<file path="src/pkg/ebp_pkg.sv">
/*
 * Package for the external bus pin control block: bus widths, register
 * offsets and field positions, reset values, access kinds and the packed
 * carriers that group the core's request and the host-port read data.
 * Assumes a single 250 MHz clock and an APB register bus with 32-bit data.
 */
`default_nettype none

package ebp_pkg;

    // Pin widths
    localparam int ADDR_W = 23;
    localparam int LOW_W  = 16;
    localparam int HIGH_W = ADDR_W - LOW_W;
    localparam int DATA_W = 16;

    // Clock period in ns, kept for reference by timing counts
    localparam int CLK_PERIOD_NS = 4;

    // APB register map (byte addresses)
    localparam logic [31:0] CTRL_OFFSET   = 32'h0000_0000;
    localparam logic [31:0] STATUS_OFFSET = 32'h0000_0004;

    // Control register fields
    localparam int CTRL_DHOLD_BIT = 0;
    localparam int CTRL_AHOLD_BIT = 1;
    localparam logic [1:0] CTRL_RESET = 2'h3;

    // Status register fields
    localparam int STAT_HOLDACK_BIT = 0;
    localparam int STAT_HOST_BIT    = 1;
    localparam int STAT_OFF_BIT     = 2;
    localparam int STAT_ADRV_BIT    = 3;
    localparam int STAT_DDRV_BIT    = 4;
    localparam int STAT_RESET_BIT   = 5;

    // Kind of external access requested by the core
    typedef enum logic [1:0] {
        EBP_KIND_NONE,
        EBP_KIND_PROG,
        EBP_KIND_DATA,
        EBP_KIND_IO
    } ebp_kind_t;

    // Ownership of the external bus
    typedef enum logic {
        EBP_BUS_OWN,
        EBP_BUS_HELD
    } ebp_bus_state_t;

    // Core request toward the external bus
    typedef struct packed {
        logic                    req;
        ebp_kind_t               kind;
        logic                    wr;
        logic [ADDR_W-1:0]       addr;
        logic [DATA_W-1:0]       wdata;
    } ebp_core_req_t;

    // Host-port read data offered to the pins
    typedef struct packed {
        logic                    drive;
        logic [DATA_W-1:0]       rdata;
    } ebp_host_rd_t;

endpackage : ebp_pkg

`default_nettype wire

</file>
<file path="src/design/ebp_bus_holder.sv">
/*
 * Bus holder bank: per line, remembers the last level seen on the pin and
 * offers it as a weak keeper drive while the line is not driven.
 * Assumes the bench resolves the pin from the strong enable first, then
 * the keeper enable, and that pin inputs are synchronous to i_clk.
 */
`timescale 1ns/1ps
`default_nettype none

module ebp_bus_holder #(
    parameter int WIDTH = 16
) (
    input  wire logic             i_clk,
    input  wire logic             i_rst,
    input  wire logic             i_enable,
    input  wire logic [WIDTH-1:0] i_pin,
    input  wire logic [WIDTH-1:0] i_oe_next,
    output var  logic [WIDTH-1:0] o_keep_val,
    output var  logic [WIDTH-1:0] o_keep_en
);

    // One keeper cell per line
    genvar g;
    generate
        for (g = 0; g < WIDTH; g++) begin : g_cell
            // Last level follows the pin; while kept the pin shows it anyway
            always_ff @(posedge i_clk) begin
                if (i_rst) begin
                    o_keep_val[g] <= 1'b0;
                end else begin
                    o_keep_val[g] <= i_pin[g];
                end
            end
            // Keeper acts only where the strong driver lets go
            always_ff @(posedge i_clk) begin
                if (i_rst) begin
                    o_keep_en[g] <= 1'b0;
                end else begin
                    o_keep_en[g] <= i_enable & ~i_oe_next[g];
                end
            end
        end
    endgenerate

endmodule // ebp_bus_holder

`default_nettype wire

</file>
<file path="src/design/ebp_pin_ctrl.sv">
/*
 * External bus pin control: decides per cycle which address and data lines
 * the device drives, floats or keeps, splits the address lines between
 * program, data and I/O space, and hands the pins to the host port in
 * 16-bit host mode. Control and status sit behind an APB slave.
 * Assumes one 250 MHz clock, synchronous pin inputs, and a bench that
 * resolves each pin from its output enable and keeper enable.
 */
// Decided for this implementation: register access over APB and the register addresses.
// Notes on behaviour
// - Low sixteen address lines address program, data or I/O by access kind
// - Upper seven address lines driven only for program space accesses
// - All address outputs float while the bus is held
// - Output-disable low floats every address and data line
// - Host-port wide mode turns low sixteen address lines into inputs
// - Data bus carries host transfers in host mode, else core transfers
// - Data floats unless outputting, and during reset or hold request
// - Address keepers hold last level on floating address lines
// - Data keepers hold last level on floating data lines
// - Software control bit enables or disables the data keepers
`timescale 1ns/1ps
`default_nettype none

module ebp_pin_ctrl
    import ebp_pkg::*;
(
    input  wire logic                i_clk,
    input  wire logic                i_rst,
    // APB slave
    input  wire logic                i_psel,
    input  wire logic                i_penable,
    input  wire logic                i_pwrite,
    input  wire logic [31:0]         i_paddr,
    input  wire logic [31:0]         i_pwdata,
    output var  logic                o_pready,
    output var  logic [31:0]         o_prdata,
    output var  logic                o_pslverr,
    // Device pins and core side
    input  wire logic                i_off_n,
    input  wire logic                i_device_reset_n,
    input  wire logic                i_hold_req,
    input  wire logic                i_host_port_wide_select,
    input  wire ebp_core_req_t       i_core,
    input  wire ebp_host_rd_t        i_host_rd,
    output var  logic                o_hold_ack,
    output var  logic                o_prog_sel,
    output var  logic                o_data_sel,
    output var  logic                o_io_sel,
    output var  logic [DATA_W-1:0]   o_core_rdata,
    output var  logic [LOW_W-1:0]    o_host_addr,
    output var  logic [DATA_W-1:0]   o_host_wdata,
    // Address pin triple plus keeper
    input  wire logic [ADDR_W-1:0]   i_ext_address_bus,
    output var  logic [ADDR_W-1:0]   o_ext_address_bus,
    output var  logic [ADDR_W-1:0]   o_ext_address_bus_oe,
    output var  logic [ADDR_W-1:0]   o_ext_address_bus_keep,
    output var  logic [ADDR_W-1:0]   o_ext_address_bus_keep_en,
    // Data pin triple plus keeper
    input  wire logic [DATA_W-1:0]   i_ext_data_bus,
    output var  logic [DATA_W-1:0]   o_ext_data_bus,
    output var  logic [DATA_W-1:0]   o_ext_data_bus_oe,
    output var  logic [DATA_W-1:0]   o_ext_data_bus_keep,
    output var  logic [DATA_W-1:0]   o_ext_data_bus_keep_en
);

    ebp_bus_state_t    bus_state_reg;
    ebp_bus_state_t    bus_state_next;
    logic [1:0]        ctrl_reg;
    logic              access_phase;
    logic              core_active;
    logic              addr_low_drive;
    logic              addr_high_drive;
    logic              data_drive;
    logic [ADDR_W-1:0] addr_oe_next;
    logic [DATA_W-1:0] data_oe_next;
    logic [DATA_W-1:0] data_out_next;
    logic [31:0]       status_word;

    // Bus ownership: hold request hands the bus over, release takes it back
    always_comb begin
        bus_state_next = bus_state_reg;
        case (bus_state_reg)
            EBP_BUS_OWN: begin
                if (i_hold_req) begin
                    bus_state_next = EBP_BUS_HELD;
                end
            end
            EBP_BUS_HELD: begin
                if (!i_hold_req) begin
                    bus_state_next = EBP_BUS_OWN;
                end
            end
            default: begin
                bus_state_next = EBP_BUS_OWN;
            end
        endcase
    end

    always_ff @(posedge i_clk) begin
        if (i_rst) begin
            bus_state_reg <= EBP_BUS_OWN;
        end else begin
            bus_state_reg <= bus_state_next;
        end
    end

    always_ff @(posedge i_clk) begin
        if (i_rst) begin
            o_hold_ack <= 1'b0;
        end else begin
            o_hold_ack <= (bus_state_next == EBP_BUS_HELD);
        end
    end

    // Drive decisions; output-disable gates every term last
    assign core_active = i_core.req && (i_core.kind != EBP_KIND_NONE)
                         && (bus_state_next == EBP_BUS_OWN);
    assign addr_low_drive  = i_off_n && core_active
                             && !i_host_port_wide_select;
    assign addr_high_drive = i_off_n && core_active
                             && (i_core.kind == EBP_KIND_PROG);
    // Host mode gives the data pins to the host port only
    assign data_drive = i_off_n && i_device_reset_n && !i_hold_req
                        && (i_host_port_wide_select ? i_host_rd.drive
                            : (core_active && i_core.wr));
    assign addr_oe_next = {{HIGH_W{addr_high_drive}},
                           {LOW_W{addr_low_drive}}};
    assign data_oe_next = {DATA_W{data_drive}};
    assign data_out_next = i_host_port_wide_select ? i_host_rd.rdata
                           : i_core.wdata;

    // Pin enables are registered so every output comes from a flop
    always_ff @(posedge i_clk) begin
        if (i_rst) begin
            o_ext_address_bus_oe <= '0;
            o_ext_data_bus_oe    <= '0;
        end else begin
            o_ext_address_bus_oe <= addr_oe_next;
            o_ext_data_bus_oe    <= data_oe_next;
        end
    end

    // Driven values; upper lines keep last program address otherwise
    always_ff @(posedge i_clk) begin
        if (i_rst) begin
            o_ext_address_bus <= '0;
            o_ext_data_bus    <= '0;
        end else begin
            if (addr_low_drive) begin
                o_ext_address_bus[LOW_W-1:0] <= i_core.addr[LOW_W-1:0];
            end
            if (addr_high_drive) begin
                o_ext_address_bus[ADDR_W-1:LOW_W] <=
                    i_core.addr[ADDR_W-1:LOW_W];
            end
            if (data_drive) begin
                o_ext_data_bus <= data_out_next;
            end
        end
    end

    // Space strobes tell external decoders which target is addressed
    always_ff @(posedge i_clk) begin
        if (i_rst) begin
            o_prog_sel <= 1'b0;
            o_data_sel <= 1'b0;
            o_io_sel   <= 1'b0;
        end else begin
            // Follows the upper lines, which stay driven in host mode
            o_prog_sel <= addr_high_drive;
            o_data_sel <= addr_low_drive && (i_core.kind == EBP_KIND_DATA);
            o_io_sel   <= addr_low_drive && (i_core.kind == EBP_KIND_IO);
        end
    end

    // Captured pin levels for the core read path and the host port
    always_ff @(posedge i_clk) begin
        if (i_rst) begin
            o_core_rdata <= '0;
            o_host_addr  <= '0;
            o_host_wdata <= '0;
        end else begin
            o_core_rdata <= i_ext_data_bus;
            if (i_host_port_wide_select) begin
                o_host_addr  <= i_ext_address_bus[LOW_W-1:0];
                o_host_wdata <= i_ext_data_bus;
            end
        end
    end

    // Address keepers; can be switched off to save a little leakage
    ebp_bus_holder #(
        .WIDTH (ADDR_W)
    ) u_addr_holder (
        .i_clk      (i_clk),
        .i_rst      (i_rst),
        .i_enable   (ctrl_reg[CTRL_AHOLD_BIT]),
        .i_pin      (i_ext_address_bus),
        .i_oe_next  (addr_oe_next),
        .o_keep_val (o_ext_address_bus_keep),
        .o_keep_en  (o_ext_address_bus_keep_en)
    );

    // Data keepers under software control
    ebp_bus_holder #(
        .WIDTH (DATA_W)
    ) u_data_holder (
        .i_clk      (i_clk),
        .i_rst      (i_rst),
        .i_enable   (ctrl_reg[CTRL_DHOLD_BIT]),
        .i_pin      (i_ext_data_bus),
        .i_oe_next  (data_oe_next),
        .o_keep_val (o_ext_data_bus_keep),
        .o_keep_en  (o_ext_data_bus_keep_en)
    );

    // APB: answer one cycle into the access phase, never earlier
    assign access_phase = i_psel && i_penable && !o_pready;

    assign status_word = {26'h000_0000,
                          !i_device_reset_n,
                          |o_ext_data_bus_oe,
                          |o_ext_address_bus_oe,
                          !i_off_n,
                          i_host_port_wide_select,
                          o_hold_ack};

    always_ff @(posedge i_clk) begin
        if (i_rst) begin
            o_pready <= 1'b0;
        end else begin
            o_pready <= access_phase;
        end
    end

    // Control register write; the keeper bits are the only writable state
    always_ff @(posedge i_clk) begin
        if (i_rst) begin
            ctrl_reg <= CTRL_RESET;
        end else if (access_phase && i_pwrite
                     && (i_paddr == CTRL_OFFSET)) begin
            ctrl_reg <= i_pwdata[1:0];
        end
    end

    // Read data and error; unmapped addresses answer with an error
    always_ff @(posedge i_clk) begin
        if (i_rst) begin
            o_prdata  <= '0;
            o_pslverr <= 1'b0;
        end else if (access_phase) begin
            if (i_paddr == CTRL_OFFSET) begin
                o_prdata  <= {30'h0000_0000, ctrl_reg};
                o_pslverr <= 1'b0;
            end else if (i_paddr == STATUS_OFFSET) begin
                o_prdata  <= i_pwrite ? 32'h0000_0000 : status_word;
                o_pslverr <= i_pwrite;
            end else begin
                o_prdata  <= '0;
                o_pslverr <= 1'b1;
            end
        end else begin
            o_prdata  <= '0;
            o_pslverr <= 1'b0;
        end
    end

    // Checks on the pin behaviour and the APB answer timing
    a_off_floats_all: assert property (@(posedge i_clk) disable iff (i_rst)
        !i_off_n |=> (o_ext_address_bus_oe == '0)
                     && (o_ext_data_bus_oe == '0))
        else $error("pins driven after output-disable");

    a_hold_floats_addr: assert property (@(posedge i_clk) disable iff (i_rst)
        o_hold_ack |-> (o_ext_address_bus_oe == '0))
        else $error("address driven in hold mode");

    a_data_rst_hold: assert property (@(posedge i_clk) disable iff (i_rst)
        (!i_device_reset_n || i_hold_req) |=> (o_ext_data_bus_oe == '0))
        else $error("data driven in reset or hold");

    a_upper_prog_only: assert property (@(posedge i_clk) disable iff (i_rst)
        (|o_ext_address_bus_oe[ADDR_W-1:LOW_W]) |-> o_prog_sel)
        else $error("upper address driven outside program space");

    a_host_low_input: assert property (@(posedge i_clk) disable iff (i_rst)
        $past(i_host_port_wide_select)
        |-> (o_ext_address_bus_oe[LOW_W-1:0] == '0))
        else $error("low address driven in host mode");

    a_low_space_sel: assert property (@(posedge i_clk) disable iff (i_rst)
        (|o_ext_address_bus_oe[LOW_W-1:0])
        |-> $onehot({o_prog_sel, o_data_sel, o_io_sel}))
        else $error("low address without one space strobe");

    a_addr_keeper: assert property (@(posedge i_clk) disable iff (i_rst)
        (!$past(i_rst) && ctrl_reg[CTRL_AHOLD_BIT]
         && $past(ctrl_reg[CTRL_AHOLD_BIT]))
        |-> (o_ext_address_bus_keep_en == ~o_ext_address_bus_oe))
        else $error("address keeper not covering floating lines");

    a_data_keeper: assert property (@(posedge i_clk) disable iff (i_rst)
        (!$past(i_rst) && $past(ctrl_reg[CTRL_DHOLD_BIT])
         && !o_ext_data_bus_oe[0])
        |-> o_ext_data_bus_keep_en[0])
        else $error("data keeper idle on floating line");

    a_data_keep_off: assert property (@(posedge i_clk) disable iff (i_rst)
        !$past(ctrl_reg[CTRL_DHOLD_BIT])
        |-> (o_ext_data_bus_keep_en == '0))
        else $error("data keeper active while disabled");

    a_host_data_src: assert property (@(posedge i_clk) disable iff (i_rst)
        (i_host_port_wide_select && i_off_n && i_device_reset_n
         && !i_hold_req && i_host_rd.drive)
        |=> (o_ext_data_bus == $past(i_host_rd.rdata))
            && (o_ext_data_bus_oe != '0))
        else $error("host read data not on data bus");

    a_apb_one_wait: assert property (@(posedge i_clk) disable iff (i_rst)
        (i_psel && !i_penable) ##1 (i_psel && i_penable)
        |-> !o_pready ##1 o_pready)
        else $error("APB answer not one cycle into access");

endmodule // ebp_pin_ctrl

`default_nettype wire

</file>
<file path="config.mk">
export PLATFORM = sky130hd
export DESIGN_NAME = ebp_pin_ctrl
export DESIGN_NICKNAME = d
export VERILOG_FILES = /design/src/pkg/ebp_pkg.sv /design/src/design/ebp_bus_holder.sv /design/src/design/ebp_pin_ctrl.sv
export SDC_FILE = /design/constraint.sdc
export NUM_CORES = 1
export LEC_CHECK = 0
export ABC_AREA = 1
export BUFFER_PORTS_ARGS = -buffer_cell sky130_fd_sc_hd__buf_2
export CORE_AREA = 3 3 159 161
export DETAILED_ROUTE_END_ITERATION = 10
export DIE_AREA = 0 0 162 164
export GPL_ROUTABILITY_DRIVEN = 0
export PLACE_DENSITY = 0.52
export SYNTH_ARGS = -nofsm -noshare
export SYNTH_HDL_FRONTEND = slang
export SYNTH_SLANG_ARGS = --single-unit
</file>
<file path="constraint.sdc">
create_clock -name i_clk -period 2.5 [get_ports i_clk]
set_input_delay 0.375 -clock i_clk [delete_from_list [all_inputs] [get_ports i_clk]]
set_output_delay 0.375 -clock i_clk [all_outputs]
set_load 0.01 [all_outputs]
</file>
Yosys cells after proc, flatten, opt, wreduce, memory -nomap -nowiden --
Index checks and enable logic that the tools add are counted.
Cells by class: eq/ne operators 4, shifts and indexed selects 0, bitwise logic cells 9, magnitude comparators 0, reductions and logical operators 28, $mul 0, div/mod/pow operators 0, $add $sub $neg 0, multiplexer cells 7
Operators by type and width (number):
- 32-bit by 3-bit equality test with 1-bit output, second input constant | 1
- 32-bit logical NOT | 1
- 23-bit OR reduction | 1
- 16-bit two-way mux | 1
- 16-bit OR reduction | 1
- 1-bit logical AND | 15
- 2-bit two-way mux | 3
- 1-bit NOT | 6
- 1-bit logical NOT | 5
- 5-bit OR reduction | 1
- 2-bit equality test, second input constant | 2
- 4-bit OR reduction | 1
- 1-bit bitwise AND | 3
- 1-bit two-way mux | 3
- 3-bit OR reduction | 1
- 2-bit by 1-bit equality test with 1-bit output, second input constant | 1
- 2-bit nonzero test | 1
- 2-bit OR reduction | 1
Word-level totals: input bits 172, flip-flop bits (word level) 187, RAM bits 0, output and inout port bits 242, memories 0, bits in latches 0, logic and storage cells 108, bits in read-only memories 0

Depth between registers and ports, before layout --
word-level depth 8, depth in mapped cells 9, depth with buffers taken out 9

By module --
Synthesis repeated with hierarchy kept, for this count alone.
Unflattened totals: cells, all modules 778, area, all modules 6560.0 um2
Modules (own cells, without submodules):
- ebp_pin_ctrl | area an instance 4449.3 um2, cells each 572, instances 1, seq. area each 2062.0 um2
- ebp_bus_holder at u_addr_holder | area an instance 1214.9 um2, cells each 121, instances 1, seq. area each 920.9 um2
- ebp_bus_holder at u_data_holder | area an instance 895.9 um2, cells each 85, instances 1, seq. area each 640.6 um2

Least setup slack after synthesis --
No wires, ideal clock.
path type input-to-reg, start point in i_host_port_wide_select, end point reg o_ext_data_bus[10], arrival 1.128 ns, buffers on the path 2, required time 2.388 ns, setup time 0.112 ns, cell stages on the path 8, path slack 1.260 ns, cells stage by stage buf_6 -> inv_4 -> nor2_4 -> nor2_8 -> buf_2 -> nand3_1 -> nand2_1 -> nor2_1
On the way: longest elaborated chain between the ends 2, elaborated cells between the ends (all ways) 3
RTL lines:
- start: declaration | line ebp_pin_ctrl.sv:42 | input wire logic i_host_port_wide_select,
- 1-bit two-way mux | line ebp_pin_ctrl.sv:124 | && (i_host_port_wide_select ? i_host_rd.drive
- 1-bit logical AND | line ebp_pin_ctrl.sv:124
- end signal: assignment | line ebp_pin_ctrl.sv:157 | o_ext_data_bus <= data_out_next;
- end: declaration | line ebp_pin_ctrl.sv:60 | output var logic [DATA_W-1:0] o_ext_data_bus,
Several ways; a longest one is shown, not always the timed one. A chain may end at the register's enable or synchronous reset.

==> run summary <==
Min-delay worst type = input port to flip-flop
Setup TNS = 0 ns
Tot GR Track Use = 0.123
CP startpoint = u_addr_holder.o_keep_en[9]$_SDFF_PP0_
N_diodes = 0
Initial antenna violation count = 0
Postcts setup bufs = 0
Hold_buf cts = 0
P&R area growth vs syn = 35.5%
Root Buffer = clkbuf_16
Clock transition at path regs = 0.06 ns
Remaining antenna violation count = 0
PnR worst setup slack = 0.907 ns
Startpoint Class = flip-flop
Final Skew = 0.00490 ns
First-pass GRT wire length = 25100 um
Die height = 164 um
Reg2reg start = o_pready$_SDFF_PP0_
Most frequent cells in the layout = buf_2, dfxtp_1, nor2_1
Pre-CTS setup slack = 0.644 ns
Maximum fanout along the worst path = 16
Worst R2R Path Depth = 5
Wire per inst = 13.6 um
Max-cap viol count = 0
Crit-path leading delay family = flip-flops
Largest regs = o_ext_address_bus (23), u_addr_holder.o_keep_val (23)
CP max stage cell = dfxtp_1
EDFF count, synth = 0
Pin count of the biggest net entering global routing = 80
Placement Rows = 57
TritonCTS clock tree = yes
Final period util = 0.637
CTS Sinks = 129
Post-route DRC = 0
Tightest Pin Transition = 0.661 ns
Dominant synthesized flop cell = dfxtp_1
Avg Inst Size Synth = 8.01 um^2
Hold path depth = 2
HPWL after DPL = 13000 um
WS Path Type = flip-flop to primary output
Synth area leader = dfxtp_1
Status = complete, no violations
Finish-stage setup viols = 0
Post-Place Cells = 1254
Die span in x = 162 um
YS warnings = 0
Synth area leaders = dfxtp_1, buf_4, nor2_1, inv_1, a21oi_1
Synth top area share = 0.469
Vias = 5002
Worst Setup EP = o_ext_address_bus_keep_en[1]
CTS buffer count = 17
RSZ-0062 raised after global routing = no
WP depth = 1
Ys async rst share = 0
First drt pass iteration count = 4
Vias in the first global route = 4464
Core area = 0.0241 mm^2
Reg-to-reg endpoint = o_prdata[2]$_SDFF_PP0_
DR iter-0 viols = 188
Crit path buf inv count = 1
Fmax = 628 MHz
Total gr overflow = 0
Cell variety after synth = 28
WP data arrival = 1.22 ns
Post-Synthesis Cells = 688
Num ports = 414
Layout cell share with drive strength beyond 1 = 0.423
Worst Path Required = 2.12 ns
Final non-filler cell total = 1286
Flop2flop setup slack = 1.17 ns
Sequential area share after synthesis = 0.469
Clock network latency to the later pin of the worst-skew pair = 0.40 ns
Max-Slew Margin vs Limit = 0.559
Final Slew Violations = 0
Critical Path, Cell by Cell = buf_2
VDD IR max = 0.393 mV
Final min period = 1.59 ns
Layout net count = 1121
Mapped Area = 0.00551 mm^2
Pwr per Cell Area = 742 mW/mm^2
Final hold violations = 0
Synth Register Bits = 129
CTS HTree Levels = 4
Vias per cell = 3.89
CP max stage delay = 0.59 ns
I/O Buffers = 357
DIE AREA = 0.0266 mm^2
Initial Util = 0.229
Cts repair resizes = 0
Leak = 0.00408 uW
Critical path endpoint category = primary output
DRT Wirelength = 17500 um
Most common cell after layout, fill and taps aside = buf_2
Clock Tree Buf Depth = 2
final cells by class:
cell class / count / area [um^2]
inverters: 90 / 343
clock buffers: 18 / 429
flip-flops and latches: 129 / 2580
repair buffers: 362 / 1840
fillers: 2648 / 16600
multi-input cells: 349 / 1670
clock inverters: 14 / 204
well taps: 324 / 405
worst min path at each step:
stage | start | end | slack (ns)
detailed placement | o_ext_address_bus[4]$_SDFFE_PP0P_ | o_ext_address_bus[4]$_SDFFE_PP0P_ | 0.43
global placement | o_ext_address_bus[8]$_SDFFE_PP0P_ | o_ext_address_bus[8]$_SDFFE_PP0P_ | 0.43
floorplan | ctrl_reg[0]$_SDFFE_PP1P_ | ctrl_reg[0]$_SDFFE_PP1P_ | 0.43
global route | i_off_n | o_prdata[2]$_SDFF_PP0_ | 0.13
finish | i_off_n | o_prdata[2]$_SDFF_PP0_ | 0.15
CTS | i_off_n | o_prdata[2]$_SDFF_PP0_ | 0.12
cells in the mapped netlist, types with 3 or more instances:
library cell	instances
nor2_1	110
nand2_1	42
buf_4	117
a21oi_1	56
buf_1	5
inv_1	88
o21ai_0	53
mux2i_1	16
nand4_1	3
nand3_1	28
clkbuf_1	11
dfxtp_1	129
buf_2	10
logic make-up (layout without fill, tap and decap cells):
logic type      after synthesis  count (layout)  share of synthesized area
simple gates                195             195                      0.153
other cells                   1              26                   0.000680
flops                       129             129                      0.469
buf+inv                     235             484                      0.246
compound gates              112             112                      0.103
mux                          16              16                     0.0291
power breakdown:
group	leakage [uW]	internal, uW	switching (uW)
Sequential	0.00106	2150	49.1
Clock	0.000304	1690	1040
Combinational	0.00271	254	356
stage by stage:
step	power [uW]	hold WS [ns]	util	area (um^2)
detailed placement	2870	0.433	0.284	6840
CTS	5660	0.122	0.310	7470
finish	5550	0.148	0.310	7470
global placement	2860	0.430	0.284	6840
floorplan	2640	0.429	-	5610
global route	5820	0.131	0.310	7470
per-layer routing:
layer  global-route usage  routed length [um]  up-vias  share of wire
li1                     -                   -     2515              -
met1                0.138                7050     2242           0.40
met2                0.219                8640      233           0.49
met3               0.0434                1550       12          0.089
met4               0.0388                 266        0          0.015
met5                    0                   0        -              0
Power figures use the tool's default switching activity.
